`src/arc_map.svh`:
```
// register map and timing constants
`ifndef ARC_MAP_SVH
`define ARC_MAP_SVH

// register byte offsets
`define ARC_OFS_CTRL 8'h00
`define ARC_OFS_THR_UP 8'h04
`define ARC_OFS_THR_LO 8'h08
`define ARC_OFS_THR_IMM 8'h0C
`define ARC_OFS_STEPS 8'h10
`define ARC_OFS_HOLDOFF 8'h14
`define ARC_OFS_SLOT 8'h18
`define ARC_OFS_TIMING 8'h1C
`define ARC_OFS_LUT_LO 8'h20
`define ARC_OFS_LUT_HI 8'h24
`define ARC_OFS_STATUS 8'h28

// control register fields
`define ARC_CTRL_OFFSET_BIN 0
`define ARC_CTRL_FMT 2:1
`define ARC_CTRL_EXT_EXP_IGNORE 3
`define ARC_CTRL_REVERSE 4
`define ARC_CTRL_MODE 6:5
`define ARC_CTRL_MUX_DELAY 9:7
`define ARC_CTRL_CAP_SEL 11:10
`define ARC_CTRL_ROUTE_EXP 12
`define ARC_CTRL_SYNC_EN 13
`define ARC_CTRL_EXP_DELAY 16:14

// timing register fields
`define ARC_TIM_START_DLY 15:0
`define ARC_TIM_INT_SHIFT 19:16
`define ARC_TIM_INT_PER 27:20

// reset values
`define ARC_CFG_RST '0
`define ARC_STATE_RST '0

// clk_sys cycles per processing tick
`define ARC_PROC_DIV 8

`endif

```
`src/arc_pkg.sv`:
```
// shared types of the range control block
package arc_pkg;

    typedef enum logic [1:0] {ARC_CONT, ARC_GATED, ARC_INTERP, ARC_MUX} arc_mode_t;

    typedef enum logic [1:0] {ARC_IDLE, ARC_DELAY, ARC_INTEG} arc_phase_t;

    typedef struct packed {
        logic offsetBin;
        logic [1:0] fmt;
        logic extExpIgnore;
        logic reverse;
        arc_mode_t mode;
        logic [2:0] muxDelay;
        logic [1:0] capSel;
        logic routeExp;
        logic syncEn;
        logic [2:0] expDelay;
        logic [15:0] thrUp;
        logic [15:0] thrLo;
        logic [15:0] thrImm;
        logic [7:0] stepUp;
        logic [7:0] stepDn;
        logic [7:0] stepImm;
        logic [7:0] bias;
        logic [15:0] holdoff;
        logic [15:0] slotLen;
        logic [15:0] startDly;
        logic [3:0] intShift;
        logic [7:0] intPer;
        logic [7:0][7:0] lut;
    } arc_cfg_t;

    typedef struct packed {
        logic valid;
        logic [15:0] data;
        logic [3:0] exp;
    } arc_smp_t;

endpackage

```
`src/arc_input_range.sv`:
```
// input select/format stage with A/D range control, AHB-Lite registers
//
// Our own choices: the register offsets and register access over AHB-Lite.
`timescale 1ns/1ps
`default_nettype none
`include "arc_map.svh"

// Notes on behaviour
// RULE1: all channel processing steps on the processing clock tick
// RULE2: capture on either edge of link clock or processing clock
// RULE3: fixed point or float mantissa/exponent 14/3, 15/2, 16/1
// RULE4: external exponent adds to range exponent; control bit 3 ignores it
// RULE5: two's complement or offset binary, selectable, fixed and float
// RULE6: gated mode takes one sample per enabled tick, else stalls
// RULE7: interpolated mode zeroes the sample while enable high, keeps running
// RULE8: source keeps constant spacing between enables in interpolated mode
// RULE9: mux mode delays enable 0 to 7 ticks to load selection register
// RULE10: register after selection is loaded by the undelayed enable
// RULE11: source gives one-tick enable pulse aligned with first channel
// RULE12: control bit 4 reverses the input bus bit order
// RULE13: register writes take effect together on a processing clock tick
// RULE14: average above upper adds up step, below lower subtracts down step
// RULE15: top three attenuator bits set gain, weighted 6, 12 and 24 dB
// RULE16: any sample above immediate threshold adds immediate step at once
// RULE17: immediate threshold ignored for programmed ticks after it fires
// RULE18: average between thresholds subtracts bias to reduce attenuation
// RULE19: slot counter with sync reset, start delay, integration, periods
// RULE20: immediate decisions on every sample regardless of slot counters
// RULE21: programmed 8-bit gain code output for each top-three-bit state
// RULE22: top bits routed as exponent, summed with input, delay programmed
// RULE23: attenuator register saturates at its limits instead of wrapping
module arc_input_range
    import arc_pkg::*;
#(
    parameter int DIV = `ARC_PROC_DIV
) (
    input wire logic clk_sys,
    input wire logic nrst,
    input wire logic hsel,
    input wire logic [31:0] haddr,
    input wire logic [1:0] htrans,
    input wire logic hwrite,
    input wire logic [2:0] hsize,
    input wire logic [31:0] hwdata,
    input wire logic hready,
    output logic hreadyout,
    output logic hresp,
    output logic [31:0] hrdata,
    input wire logic adc_clk,
    input wire logic [16:0] adc_data,
    input wire logic input_enable_n,
    input wire logic sync_pulse_in,
    output arc_pkg::arc_smp_t smp_out,
    output logic [7:0] gain_code
);
    import arc_pkg::*;

    typedef struct packed {
        arc_cfg_t cfg;
        logic [31:0] pend;
        logic [7:0] pendAddr;
        logic pendValid;
        logic [7:0] aphAddr;
        logic aphWrite;
        logic [31:0] hrdata;
        logic [7:0] divCnt;
        logic clkPrev;
        logic syncPrev;
        logic [16:0] cap;
        logic capEnN;
        logic [7:0] enLine;
        logic [15:0] selData;
        logic [3:0] selExp;
        arc_smp_t out;
        logic [7:0] att;
        logic [15:0] hold;
        logic [15:0] slotCnt;
        logic [15:0] dlyCnt;
        logic [15:0] intCnt;
        logic [7:0] perLeft;
        arc_phase_t phase;
        logic [31:0] acc;
        logic [7:0][2:0] expLine;
        logic [7:0] eout;
    } arc_st_t;

    localparam logic [7:0] DIV_LAST = 8'(DIV - 1);
    localparam logic [7:0] DIV_HALF = 8'(DIV / 2 - 1);

    if (DIV < 2 || DIV > 256)
    begin : g_bad_div
        $error("arc_input_range: DIV must lie in 2..256");
    end

    arc_st_t s_r;
    arc_st_t s_nxt;
    logic [19:0] synIn;
    logic synClk;
    logic synEnN;
    logic synSync;
    logic [16:0] synData;
    logic procTick;
    logic procFall;
    logic capEv;
    logic [16:0] raw;
    logic [15:0] man;
    logic [2:0] inExp;
    logic [2:0] extExp;
    logic [3:0] expAdd;
    logic en;
    logic enDly;
    logic [15:0] mag;
    logic rcValid;
    logic immHit;
    logic slotStart;
    logic decide;
    logic [15:0] intLast;
    logic [31:0] avg;
    logic signed [10:0] delta;
    logic signed [10:0] attSum;
    logic accept;

    // -------------------------------------------------------------
    // input synchronisers
    // -------------------------------------------------------------
    arc_sync2 #(
        .WIDTH(20)
    ) u_sync (
        .clk_sys(clk_sys),
        .nrst(nrst),
        .asyncIn({sync_pulse_in, input_enable_n, adc_clk, adc_data}),
        .syncOut(synIn)
    );

    assign synData = synIn[16:0];
    assign synClk = synIn[17];
    assign synEnN = synIn[18];
    assign synSync = synIn[19];

    function automatic logic [16:0] arc_rev(input logic [16:0] v);
        logic [16:0] r;
        r = '0;
        for (int i = 0; i < 17; i++)
            r[i] = v[16 - i];
        return r;
    endfunction

    function automatic logic [7:0] arc_sat(input logic signed [10:0] v);
        if (v < 11'sd0)
            return 8'h00;
        else if (v > 11'sd255)
            return 8'hFF;
        else
            return v[7:0];
    endfunction

    // -------------------------------------------------------------
    // next state
    // -------------------------------------------------------------
    always_comb
    begin
        s_nxt = s_r;
        // processing tick
        procTick = (s_r.divCnt == DIV_LAST); // RULE1
        procFall = (s_r.divCnt == DIV_HALF);
        s_nxt.divCnt = procTick ? 8'h00 : s_r.divCnt + 8'h01;
        s_nxt.clkPrev = synClk;
        s_nxt.syncPrev = synSync;

        // capture edge select
        case (s_r.cfg.capSel) // RULE2
            2'h0: capEv = synClk & ~s_r.clkPrev;
            2'h1: capEv = ~synClk & s_r.clkPrev;
            2'h2: capEv = procTick;
            default: capEv = procFall;
        endcase
        if (capEv)
        begin
            s_nxt.cap = synData;
            s_nxt.capEnN = synEnN;
        end

        // bit order and number format
        raw = s_r.cfg.reverse ? arc_rev(s_r.cap) : s_r.cap; // RULE12
        case (s_r.cfg.fmt) // RULE3
            2'h0:
            begin
                man = raw[15:0];
                inExp = 3'h0;
            end
            2'h1:
            begin
                man = {raw[16:3], 2'h0};
                inExp = raw[2:0];
            end
            2'h2:
            begin
                man = {raw[16:2], 1'h0};
                inExp = {1'h0, raw[1:0]};
            end
            default:
            begin
                man = raw[16:1];
                inExp = {2'h0, raw[0]};
            end
        endcase
        if (s_r.cfg.offsetBin)
            man[15] = ~man[15]; // RULE5
        extExp = s_r.cfg.extExpIgnore ? 3'h0 : inExp; // RULE4
        expAdd = s_r.cfg.routeExp
            ? {1'h0, s_r.expLine[s_r.cfg.expDelay]} : 4'h0; // RULE22
        mag = man[15] ? 16'(~man + 16'h0001) : man;

        // enable handling and sample output
        en = ~s_r.capEnN;
        enDly = (s_r.cfg.muxDelay == 3'h0) ? en
            : s_r.enLine[3'(s_r.cfg.muxDelay - 3'h1)]; // RULE9
        s_nxt.out.valid = 1'b0;
        if (procTick)
        begin
            s_nxt.enLine = {s_r.enLine[6:0], en};
            case (s_r.cfg.mode)
                ARC_GATED:
                begin
                    s_nxt.out.valid = en; // RULE6
                    if (en)
                    begin
                        s_nxt.out.data = man;
                        s_nxt.out.exp = {1'h0, extExp} + expAdd; // RULE4
                    end
                end
                ARC_INTERP:
                begin
                    s_nxt.out.valid = 1'b1; // RULE7
                    s_nxt.out.data = en ? man : 16'h0000;
                    s_nxt.out.exp = en ? {1'h0, extExp} + expAdd : 4'h0;
                end
                ARC_MUX:
                begin
                    if (enDly)
                    begin
                        s_nxt.selData = man; // RULE9
                        s_nxt.selExp = {1'h0, extExp};
                    end
                    s_nxt.out.valid = en;
                    if (en)
                    begin
                        s_nxt.out.data = s_r.selData; // RULE10
                        s_nxt.out.exp = s_r.selExp + expAdd;
                    end
                end
                default:
                begin
                    s_nxt.out.valid = 1'b1;
                    s_nxt.out.data = man;
                    s_nxt.out.exp = {1'h0, extExp} + expAdd;
                end
            endcase
        end

        // immediate threshold, every sample
        rcValid = procTick & ((s_r.cfg.mode == ARC_CONT)
            | (s_r.cfg.mode == ARC_MUX) | en);
        immHit = rcValid & (mag > s_r.cfg.thrImm)
            & (s_r.hold == 16'h0000); // RULE16 RULE20
        if (immHit)
            s_nxt.hold = s_r.cfg.holdoff; // RULE17
        else if (procTick && s_r.hold != 16'h0000)
            s_nxt.hold = s_r.hold - 16'h0001; // RULE17

        // slot, start delay, integration and period counters
        slotStart = 1'b0;
        if (s_r.cfg.syncEn && synSync && !s_r.syncPrev)
        begin
            s_nxt.slotCnt = 16'h0000; // RULE19
            slotStart = 1'b1;
        end
        else if (procTick && s_r.cfg.slotLen != 16'h0000)
        begin
            if (s_r.slotCnt >= s_r.cfg.slotLen - 16'h0001)
            begin
                s_nxt.slotCnt = 16'h0000; // RULE19
                slotStart = 1'b1;
            end
            else
                s_nxt.slotCnt = s_r.slotCnt + 16'h0001;
        end

        intLast = 16'((17'h00001 << s_r.cfg.intShift) - 17'h00001);
        avg = (s_r.acc + {16'h0000, mag}) >> s_r.cfg.intShift;
        decide = 1'b0;
        case (s_r.phase)
            ARC_DELAY:
                if (procTick)
                begin
                    if (s_r.dlyCnt == 16'h0000)
                    begin
                        s_nxt.phase = ARC_INTEG; // RULE19
                        s_nxt.acc = '0;
                        s_nxt.intCnt = '0;
                    end
                    else
                        s_nxt.dlyCnt = s_r.dlyCnt - 16'h0001;
                end
            ARC_INTEG:
                if (rcValid)
                begin
                    s_nxt.acc = s_r.acc + {16'h0000, mag};
                    s_nxt.intCnt = s_r.intCnt + 16'h0001;
                    if (s_r.intCnt == intLast)
                    begin
                        decide = 1'b1; // RULE19
                        s_nxt.acc = '0;
                        s_nxt.intCnt = '0;
                        s_nxt.perLeft = s_r.perLeft - 8'h01;
                        if (s_r.perLeft <= 8'h01)
                            s_nxt.phase = ARC_IDLE;
                    end
                end
            default:
                s_nxt.phase = ARC_IDLE;
        endcase
        if (slotStart)
        begin
            s_nxt.phase = (s_r.cfg.intPer == 8'h00) ? ARC_IDLE : ARC_DELAY;
            s_nxt.dlyCnt = s_r.cfg.startDly; // RULE19
            s_nxt.perLeft = s_r.cfg.intPer;
        end

        // attenuator register update
        delta = immHit ? $signed({3'h0, s_r.cfg.stepImm}) : 11'sd0; // RULE16
        if (decide)
        begin
            if (avg > {16'h0000, s_r.cfg.thrUp})
                delta = delta + $signed({3'h0, s_r.cfg.stepUp}); // RULE14
            else if (avg < {16'h0000, s_r.cfg.thrLo})
                delta = delta - $signed({3'h0, s_r.cfg.stepDn}); // RULE14
            else
                delta = delta - $signed({3'h0, s_r.cfg.bias}); // RULE18
        end
        attSum = $signed({3'h0, s_r.att}) + delta;
        s_nxt.att = arc_sat(attSum); // RULE23
        s_nxt.eout = s_r.cfg.lut[s_r.att[7:5]]; // RULE15 RULE21
        if (procTick)
            s_nxt.expLine = {s_r.expLine[6:0], s_r.att[7:5]}; // RULE22

        // bus slave; writes wait for a tick
        accept = hsel & htrans[1] & hready & (hsize == 3'h2);
        if (s_r.aphWrite)
        begin
            s_nxt.pend = hwdata;
            s_nxt.pendAddr = s_r.aphAddr;
            s_nxt.pendValid = 1'b1;
            s_nxt.aphWrite = 1'b0;
        end
        if (accept)
        begin
            s_nxt.aphWrite = hwrite;
            s_nxt.aphAddr = {haddr[7:2], 2'h0};
            if (!hwrite)
                s_nxt.hrdata = '0;
            if (!hwrite && haddr[31:8] == 24'h000000)
            begin
                case ({haddr[7:2], 2'h0})
                    `ARC_OFS_CTRL: s_nxt.hrdata = {15'h0000,
                        s_r.cfg.expDelay, s_r.cfg.syncEn, s_r.cfg.routeExp,
                        s_r.cfg.capSel, s_r.cfg.muxDelay, s_r.cfg.mode,
                        s_r.cfg.reverse, s_r.cfg.extExpIgnore, s_r.cfg.fmt,
                        s_r.cfg.offsetBin};
                    `ARC_OFS_THR_UP: s_nxt.hrdata[15:0] = s_r.cfg.thrUp;
                    `ARC_OFS_THR_LO: s_nxt.hrdata[15:0] = s_r.cfg.thrLo;
                    `ARC_OFS_THR_IMM: s_nxt.hrdata[15:0] = s_r.cfg.thrImm;
                    `ARC_OFS_STEPS: s_nxt.hrdata = {s_r.cfg.bias,
                        s_r.cfg.stepImm, s_r.cfg.stepDn, s_r.cfg.stepUp};
                    `ARC_OFS_HOLDOFF: s_nxt.hrdata[15:0] = s_r.cfg.holdoff;
                    `ARC_OFS_SLOT: s_nxt.hrdata[15:0] = s_r.cfg.slotLen;
                    `ARC_OFS_TIMING: s_nxt.hrdata = {4'h0, s_r.cfg.intPer,
                        s_r.cfg.intShift, s_r.cfg.startDly};
                    `ARC_OFS_LUT_LO: s_nxt.hrdata = s_r.cfg.lut[3:0];
                    `ARC_OFS_LUT_HI: s_nxt.hrdata = s_r.cfg.lut[7:4];
                    `ARC_OFS_STATUS: s_nxt.hrdata = {15'h0000,
                        (s_r.hold != 16'h0000), s_r.eout, s_r.att};
                    default: s_nxt.hrdata = '0;
                endcase
            end
            if (haddr[31:8] != 24'h000000)
                s_nxt.aphWrite = 1'b0;
        end
        if (s_r.pendValid && procTick)
        begin
            s_nxt.pendValid = 1'b0; // RULE13
            case (s_r.pendAddr)
                `ARC_OFS_CTRL:
                begin
                    s_nxt.cfg.offsetBin = s_r.pend[`ARC_CTRL_OFFSET_BIN];
                    s_nxt.cfg.fmt = s_r.pend[`ARC_CTRL_FMT];
                    s_nxt.cfg.extExpIgnore = s_r.pend[`ARC_CTRL_EXT_EXP_IGNORE];
                    s_nxt.cfg.reverse = s_r.pend[`ARC_CTRL_REVERSE];
                    s_nxt.cfg.mode = arc_mode_t'(s_r.pend[`ARC_CTRL_MODE]);
                    s_nxt.cfg.muxDelay = s_r.pend[`ARC_CTRL_MUX_DELAY];
                    s_nxt.cfg.capSel = s_r.pend[`ARC_CTRL_CAP_SEL];
                    s_nxt.cfg.routeExp = s_r.pend[`ARC_CTRL_ROUTE_EXP];
                    s_nxt.cfg.syncEn = s_r.pend[`ARC_CTRL_SYNC_EN];
                    s_nxt.cfg.expDelay = s_r.pend[`ARC_CTRL_EXP_DELAY];
                end
                `ARC_OFS_THR_UP: s_nxt.cfg.thrUp = s_r.pend[15:0];
                `ARC_OFS_THR_LO: s_nxt.cfg.thrLo = s_r.pend[15:0];
                `ARC_OFS_THR_IMM: s_nxt.cfg.thrImm = s_r.pend[15:0];
                `ARC_OFS_STEPS:
                    {s_nxt.cfg.bias, s_nxt.cfg.stepImm, s_nxt.cfg.stepDn,
                        s_nxt.cfg.stepUp} = s_r.pend;
                `ARC_OFS_HOLDOFF: s_nxt.cfg.holdoff = s_r.pend[15:0];
                `ARC_OFS_SLOT: s_nxt.cfg.slotLen = s_r.pend[15:0];
                `ARC_OFS_TIMING:
                begin
                    s_nxt.cfg.startDly = s_r.pend[`ARC_TIM_START_DLY];
                    s_nxt.cfg.intShift = s_r.pend[`ARC_TIM_INT_SHIFT];
                    s_nxt.cfg.intPer = s_r.pend[`ARC_TIM_INT_PER];
                end
                `ARC_OFS_LUT_LO: s_nxt.cfg.lut[3:0] = s_r.pend;
                `ARC_OFS_LUT_HI: s_nxt.cfg.lut[7:4] = s_r.pend;
                default: s_nxt.cfg = s_r.cfg;
            endcase
        end
    end

    // -------------------------------------------------------------
    // state register
    // -------------------------------------------------------------
    always_ff @(posedge clk_sys)
    begin
        if (!nrst)
            s_r <= `ARC_STATE_RST;
        else
            s_r <= s_nxt;
    end

    assign hreadyout = ~s_r.pendValid;
    assign hresp = 1'b0;
    assign hrdata = s_r.hrdata;
    assign smp_out = s_r.out;
    assign gain_code = s_r.eout;

endmodule

`default_nettype wire

```
`src/arc_sync2.sv`:
```
// two flip-flop synchroniser
`timescale 1ns/1ps
`default_nettype none

module arc_sync2 #(
    parameter int WIDTH = 1
) (
    input wire logic clk_sys,
    input wire logic nrst,
    input wire logic [WIDTH-1:0] asyncIn,
    output logic [WIDTH-1:0] syncOut
);

    typedef struct packed {
        logic [WIDTH-1:0] meta;
        logic [WIDTH-1:0] sync;
    } arc_sync_st_t;

    arc_sync_st_t s_r;
    arc_sync_st_t s_nxt;

    if (WIDTH < 1)
    begin : g_bad_width
        $error("arc_sync2: WIDTH must be at least 1");
    end

    always_comb
    begin
        s_nxt.meta = asyncIn;
        s_nxt.sync = s_r.meta;
    end

    always_ff @(posedge clk_sys)
    begin
        if (!nrst)
            s_r <= '0;
        else
            s_r <= s_nxt;
    end

    assign syncOut = s_r.sync;

endmodule

`default_nettype wire

```
`config.mk`:
```
export PLATFORM = sky130hd
export DESIGN_NAME = arc_input_range
export DESIGN_NICKNAME = d
export VERILOG_FILES = /design/src/arc_pkg.sv /design/src/arc_input_range.sv /design/src/arc_sync2.sv
export VERILOG_INCLUDE_DIRS = /design/src
export SDC_FILE = /design/constraint.sdc
export NUM_CORES = 2
export LEC_CHECK = 0
export BUFFER_PORTS_ARGS = -buffer_cell sky130_fd_sc_hd__buf_2
export CELL_PAD_IN_SITES_DETAIL_PLACEMENT = 1
export CELL_PAD_IN_SITES_GLOBAL_PLACEMENT = 2
export CORE_MARGIN = 10
export CORE_UTILIZATION = 38
export CTS_CLUSTER_DIAMETER = 200
export DETAILED_ROUTE_END_ITERATION = 7
export PLACE_DENSITY_LB_ADDON = 0.25
export REMOVE_ABC_BUFFERS = 1
export SYNTH_ARGS = -nofsm -noshare
export SYNTH_HDL_FRONTEND = slang
export SYNTH_SLANG_ARGS = --single-unit
```
`constraint.sdc`:
```
create_clock -name clk_sys -period 13.51 [get_ports clk_sys]
set_clock_uncertainty 0.05 [all_clocks]
set_input_delay 2.0265 -clock clk_sys [delete_from_list [all_inputs] [get_ports clk_sys]]
set_output_delay 2.0265 -clock clk_sys [all_outputs]
set_load 0.03 [all_outputs]
```
Yosys cells after proc, flatten, opt, wreduce, memory -nomap -nowiden
Cells that the tools add are included.
{"block": "classes", "add_sub_neg": 17, "magnitude_cmp": 10, "eq_ne": 44, "n_shift": 2, "muxes": 54, "bitwise": 18, "reduce_logical": 52}
{"cell": "case mux 16 bit (11 select lines)", "n": 1}
{"cell": "two-way mux 16 bit", "n": 9}
{"cell": "two-way mux 58 bit", "n": 2}
{"cell": "case mux 16 bit (7 select lines)", "n": 1}
{"cell": "two-way mux 32 bit", "n": 3}
{"cell": "two-way mux 34 bit", "n": 2}
{"cell": "case mux 32 bit (2 select lines)", "n": 1}
{"cell": "subtractor 16 x 1 -> 16 bit, second input constant", "n": 4}
{"cell": "case mux 21 bit (3 select lines)", "n": 1}
{"cell": "adder 16 x 1 -> 16 bit, second input constant", "n": 3}
{"cell": "== test 6 x 3 -> 1 bit, second input constant", "n": 8}
{"cell": "case mux 16 bit (3 select lines)", "n": 1}
{"cell": "two-way mux 20 bit", "n": 2}
{"cell": "two-way mux 11 bit", "n": 3}
{"cell": "adder 32 x 16 -> 32 bit", "n": 1}
{"cell": "> comparator 32 x 16 -> 1 bit", "n": 1}
{"cell": "logical NOT 16 bit", "n": 2}
{"cell": "< comparator 32 x 16 -> 1 bit", "n": 1}
{"cell": "two-way mux 8 bit", "n": 4}
{"cell": "case mux 16 bit (2 select lines)", "n": 1}
{"cell": "nonzero test 16 bit", "n": 2}
{"cell": ">> shifter 32 x 4 -> 32 bit", "n": 1}
{"cell": "== test 6 x 4 -> 1 bit, second input constant", "n": 5}
{"cell": "binary-select mux 8 bit (select 3 bit)", "n": 1}
{"cell": "56 further kinds", "n": 137}
{"block": "totals", "reg_bits": 561, "in_bits": 94, "out_inout_bits": 63, "elab_cells": 264}

Depth between registers and ports, before layout
{"block": "logic_depth", "word_depth": 18, "ltp_mapped": 51}

Modules after synthesis
Synthesis repeated with hierarchy kept, for this count alone.
{"block": "hier_totals", "cells_unflattened": 3689, "hier_area_um2": 30417.9}
{"mod": "arc_input_range", "n_inst": 1, "cells_each": 3605, "area_each_um2": 29310.6}
{"mod": "arc_sync2", "n_inst": 1, "cells_each": 84, "area_each_um2": 1107.3}

Worst setup path after synthesis
Ideal clock, no wire load.
{"block": "synth_timing", "kind": "register to register", "from": "register s_r[524] in the netlist's numbering", "to": "register s_r[140] in the netlist's numbering", "arrival_time_ns": 9.734, "setup_slack_ns": 3.610, "path_stages_with_launch": 43, "n_path_buf": 3, "synth_period_minus_slack_ns": 9.900, "cell_sequence": "dfxtp_1 > clkbuf_1 > or2_2 > clkbuf_1 > mux4_2 > nor4_1 > nand2_1 > nor3_1 > nand3_1 > nor4_1 > ha_1 > buf_2 > nand2_1 > o21ai_0 > a41oi_2 > nand2_1 > xor2_1 > mux4_2 > (+7 left out) > mux2_2 > ha_1 > inv_1 > fa_1 > mux2_1 > mux2_2 > ha_1 > a21o_1 > a21oi_1 > o21bai_1 > a21oi_1 > nor2b_1 > o21ai_0 > nand2b_1 > or4_1 > a21oi_1 > mux2i_2 > o211a_1"}
{"block": "synth_between", "elab_chain_cells": 18}
{"element": "start, declared", "line": "arc_input_range.sv:95", "rtl": "arc_st_t s_r;"}
{"element": "start signal, assigned", "line": "arc_input_range.sv:433", "rtl": "s_r <= `ARC_STATE_RST;"}
{"element": "start signal, assigned", "line": "arc_input_range.sv:435", "rtl": "s_r <= s_nxt;"}
{"element": "== test 2 bit (tied with other cells)", "line": "arc_input_range.sv:185", "rtl": "case (s_r.cfg.fmt)"}
{"element": "case mux 16 bit (3 select lines) (*)", "line": "arc_input_range.sv:185"}
{"element": "inverter 1 bit", "line": "arc_input_range.sv:208", "rtl": "man[15] = ~man[15];"}
{"element": "two-way mux 1 bit", "line": "arc_input_range.sv:207", "rtl": "if (s_r.cfg.offsetBin)"}
{"element": "inverter 16 bit", "line": "arc_input_range.sv:212", "rtl": "mag = man[15] ? 16'(~man + 16'h0001) : man;"}
{"element": "adder 16 x 1 -> 16 bit", "line": "arc_input_range.sv:212"}
{"element": "two-way mux 16 bit (*)", "line": "arc_input_range.sv:212"}
{"element": "parallel branches: the longest is 7 deep, another holds adder 32 x 16 -> 32 bit"}
{"element": "two-way mux 11 bit (*)", "line": "arc_input_range.sv:332", "rtl": "if (decide)"}
{"element": "adder 9 x 11 -> 11 bit (*)", "line": "arc_input_range.sv:341", "rtl": "attSum = $signed({3'h0, s_r.att}) + delta;"}
{"element": "> comparator 11 x 9 -> 1 bit or < comparator 11 x 1 -> 1 bit (tied branches)", "line": "arc_input_range.sv:151, arc_input_range.sv:149"}
{"element": "two-way mux 8 bit or OR reduction 2 bit (tied branches)"}
Mark *: on every way between the ends.
A chain may end at the register's enable or synchronous reset.

Final worst setup path
{"block": "layout_timing", "from": "register s_r[521] in the netlist's numbering", "to": "register s_r[143] in the netlist's numbering"}
{"block": "layout_between", "elab_chain_cells": 18}
{"element": "two-way mux 17 bit (*)", "line": "arc_input_range.sv:184", "rtl": "raw = s_r.cfg.reverse ? arc_rev(s_r.cap) : s_r.cap;"}
{"element": "case mux 16 bit (3 select lines) (*)", "line": "arc_input_range.sv:185"}
{"element": "inverter 1 bit", "line": "arc_input_range.sv:208"}
{"element": "two-way mux 1 bit", "line": "arc_input_range.sv:207"}
{"element": "inverter 16 bit", "line": "arc_input_range.sv:212"}
{"element": "adder 16 x 1 -> 16 bit", "line": "arc_input_range.sv:212"}
{"element": "two-way mux 16 bit (*)", "line": "arc_input_range.sv:212"}
{"element": "parallel branches: the longest is 7 deep, another holds adder 32 x 16 -> 32 bit"}
{"element": "two-way mux 11 bit (*)", "line": "arc_input_range.sv:332"}
{"element": "adder 9 x 11 -> 11 bit (*)", "line": "arc_input_range.sv:341"}
{"element": "> comparator 11 x 9 -> 1 bit or < comparator 11 x 1 -> 1 bit (tied branches)", "line": "arc_input_range.sv:151, arc_input_range.sv:149"}
{"element": "two-way mux 8 bit or OR reduction 2 bit (tied branches)"}
Marked as above.

==> flow_summary_export.csv <==
group,metric,value,unit
pwr,swShare,23.30,%
clock_tree,cts_setup_buffers,0,
timing,timing.final.setup_violations,0,
global_route,grt_pass1_vias,28131,
finish,final-seq-area,0.01123,mm²
timing,setup_repair_after_global_routing_missed_its_margin,"no",
worst_setup_path,path_common_cell,"a21oi_1",
yosys,ys_seq_area_share,36.32,%
clock_tree,tritoncts_num_sinks,561,
floorplanning,initial_core_util,38.39,%
clock_tree,tritoncts_clock_tree,"built",
placement,port_buffers,152,
finish,area_taken_by_multi_input_logic_gates,0.01794,mm²
yosys,netlist_instances,3812,
yosys,async_flop_share,0,%
floorplanning,overall_die_area,0.09319,mm²
yosys,syn-cell-area,0.03092,mm²
outcome,outcome,"finished clean",
timing,final.min_clock_period,11.88,ns
worst_setup_path,timing.setup.critical_path_class,"reg -> reg",
global_route,globalRouteOverflowTotal,0,
clock_tree,worst_skew_pair.late_latency,0.63,ns
worst_setup_path,critPathRequiredTime,14.01,ns
pwr,cellPowerDensity,107.9,mW/mm²
worst_setup_path,cp_slowest_stage_delay,0.96,ns
global_route,global_route_wire_length_before_repair,171800,µm
pwr,p_sw,0.0008648,W
pwr,vdd_drop_max,0.08932,mV
routing,dr.pass1.iters,7,
finish,final_layout_size_suffix_gt1_share,11.67,%
yosys,synth.distinct_cells,98,
worst_setup_path,critical_path_peak_fanout,19,
global_route,grt_antenna_before_repair,2,
finish,nNetsFinal,3999,
clock_tree,post_cts_resize_count,0,
routing,routed_wl,111400,µm
floorplanning,fp.dieW,305.3,µm
finish,n_antenna_cell,0,
finish,fillCellCount,9655,
timing,max_freq,84.21,MHz
timing,timing_max_transition_violations_final,0,
floorplanning,die_h,305.3,µm
routing,drt_drc_violations_left,0,
pwr,finalPower,0.003711,W
placement,detailedPlacementHpwl,78370,µm
hold_path,min_path_type,"reg -> reg",
routing,post_drt_wl_per_cell,22.82,µm
clock_tree,number_of_clock_buffers_inserted_by_tritoncts,68,
worst_setup_path,critical_path_buf_inv_count,4,
global_route,grt_max_degree,210,
pwr,power_frac_clock,51.9,%
pwr,power_frac_seq,44.9,%
clock_tree,cts_buffer_depth,3,
routing,vias,27590,
yosys,ys_warn_count,0,
timing,final.setup.tns,0,ns
worst_setup_path,crit_slowest_cell,"dfxtp_1",
floorplanning,placementRows,104,
worst_setup_path,timing.critical_path.max_delay_family,"compound AO/OA/AOI/OAI gates",
worst_setup_path,critPathCaptureType,"flop",
pwr,leakage,12.89,nW
timing,finalHoldViolations,0,
clock_tree,clk_transition_reported_paths,0.06,ns
flow_run,cap_violations,0,
finish,area.growth.synth_to_final,11.18,%
clock_tree,clockRootBuffer,"clkbuf_16",
yosys,synth_edf_count,0,
routing,drtIter0Drc,2040,
worst_setup_path,crit_path_start_kind,"flop",
timing,worst_slew_margin_rel,21.19,%
routing,drtAntennaViolNets,0,
placement,finalWeightedCongestion,0.9025,
yosys,synth-seq-cells,561,
routing,viasPerCell,5.651,
clock_tree,postCtsHoldBufs,0,
clock_tree,cts_max_level,3,
yosys,ys.flop_type,"dfxtp_1",
global_route,grt_use_total,23.07,%
timing,final_min_period_over_clock_period,87.90,%
worst_setup_path,cp.arrival,12.38,ns
pwr,power_report.internal_total,0.002846,W
timing,tightest_slew,1.182,ns
pwr,p_comb_share,3.2,%
floorplanning,ioPinCount,157,
yosys,synth.avg_cell_area,8.112,µm²
floorplanning,core-area,0.08055,mm²
-- layout make-up --
cell class                      instances  area share (%)
Sequential cell                       561           32.67
Inverter                              101           1.125
Multi-Input combinational cell       2836           52.19
Clock inverter                         30           1.165
Clock buffer                           90           5.601
Timing Repair Buffer                  204           3.385
Tap cell                             1060           3.858
-- Yosys cell counts, drive strengths merged, types with 64 or more instances --
cell type / instances / area, µm²
a21oi: 429 / 2166
a22oi: 101 / 777.0
and2: 66 / 412.9
buf: 109 / 695.7
clkbuf: 205 / 769.5
dfxtp: 561 / 11230
ha: 127 / 1589
inv: 100 / 375.4
mux2i: 144 / 1445
nand2: 674 / 2530
nand3: 74 / 382.9
nor2: 399 / 1500
o21ai: 90 / 450.4
xnor2: 75 / 664.4
xor2: 64 / 560.5
-- placed cells by master, fill, tap and decap left out, types with 64 or more instances in the layout --
cell,instances
inv_1,97
clkbuf_16,69
and2_1,66
nor2_1,395
a21oi_1,424
ha_1,127
xnor2_1,74
nand3_1,72
xor2_1,64
nand2_1,670
dfxtp_1,559
mux2i_1,143
a22oi_1,99
o21ai_0,80
buf_2,152
-- worst register-to-register path, delay by kind of cell, from the launching register on --
kind	cells	cell delay (ns)
xor+xnor	1	0.36
simple gates	13	2.28
mux	6	2.36
buf+inv	4	0.68
compound gates	15	3.38
fa+ha+maj	5	1.78
flops	1	0.96
-- flip-flops by register name (all words and copies together) (netlist names) --
signal,count
u_sync.s_nxt,20
u_sync.syncOut,20
s_r,460
smp_out,21
hrdata,32
gain_code,8
-- stage by stage --
| stage | std cells | setup slack [ns] | utilization, % | instance area [µm²] | hold slack (ns) |
|---|---|---|---|---|---|
| 6_report | 4882 | 1.635 | 42.68 | 34380 | 0.3789 |
| 5_1_grt | 4882 | 0.6381 | 42.68 | 34380 | 0.3935 |
| 4_1_cts | 4882 | 1.749 | 42.68 | 34370 | 0.3790 |
| 3_5_place_dp | 4762 | 1.827 | 39.79 | 32050 | 0.3731 |
| 3_3_place_gp | 4762 | 1.936 | 39.79 | 32050 | 0.3655 |
| 2_1_floorplan | 3498 | 3.696 | - | 29460 | 0.3618 |
-- layer usage --
metal,track usage [%],wire length [µm],up-vias
li1,-,-,13167
met1,29.91,50090,13686
met2,39.31,53350,568
met3,2.896,4548,169
met4,7.376,3436,0
met5,0,0,-
-- power groups by stage --
stage,Clock [W],Combinational (W),Sequential [W]
floorplan,0,0.0000623,0.00170
global placement,0,0.000117,0.00170
detailed placement,0,0.000118,0.00170
CTS,0.00197,0.000118,0.00167
global route,0.00203,0.000129,0.00167
finish,0.00193,0.000118,0.00167
-- kinds of logic (layout without fill, tap and decap cells) --
group | count (synthesis) | in the layout | synth area share (%)
AND/OR/NAND/NOR | 1479 | 1479 | 21.20
AO/OA/AOI/OAI | 864 | 864 | 17.43
adder cells (fa/ha/maj) | 133 | 133 | 5.527
buffers and inverters | 415 | 425 | 5.964
other | 1 | 1 | 0.01213
multiplexers | 220 | 220 | 9.589
flip-flops | 561 | 561 | 36.32
XOR/XNOR | 139 | 139 | 3.961
-- final timing paths --
| kind | from | depth (start not counted) | end | slack (ns) |
|---|---|---|---|---|
| setup / recovery | s_r[521] | 44 | s_r[143] | 1.63 |
| hold / removal | u_sync.s_nxt[1] | 1 | u_sync.syncOut[1] | 0.38 |
| setup reg to reg | s_r[521] | 44 | s_r[143] | 1.63 |
| hold reg to reg | u_sync.s_nxt[1] | 1 | u_sync.syncOut[1] | 0.38 |
Note: power is estimated with default switching activity, not from simulation.
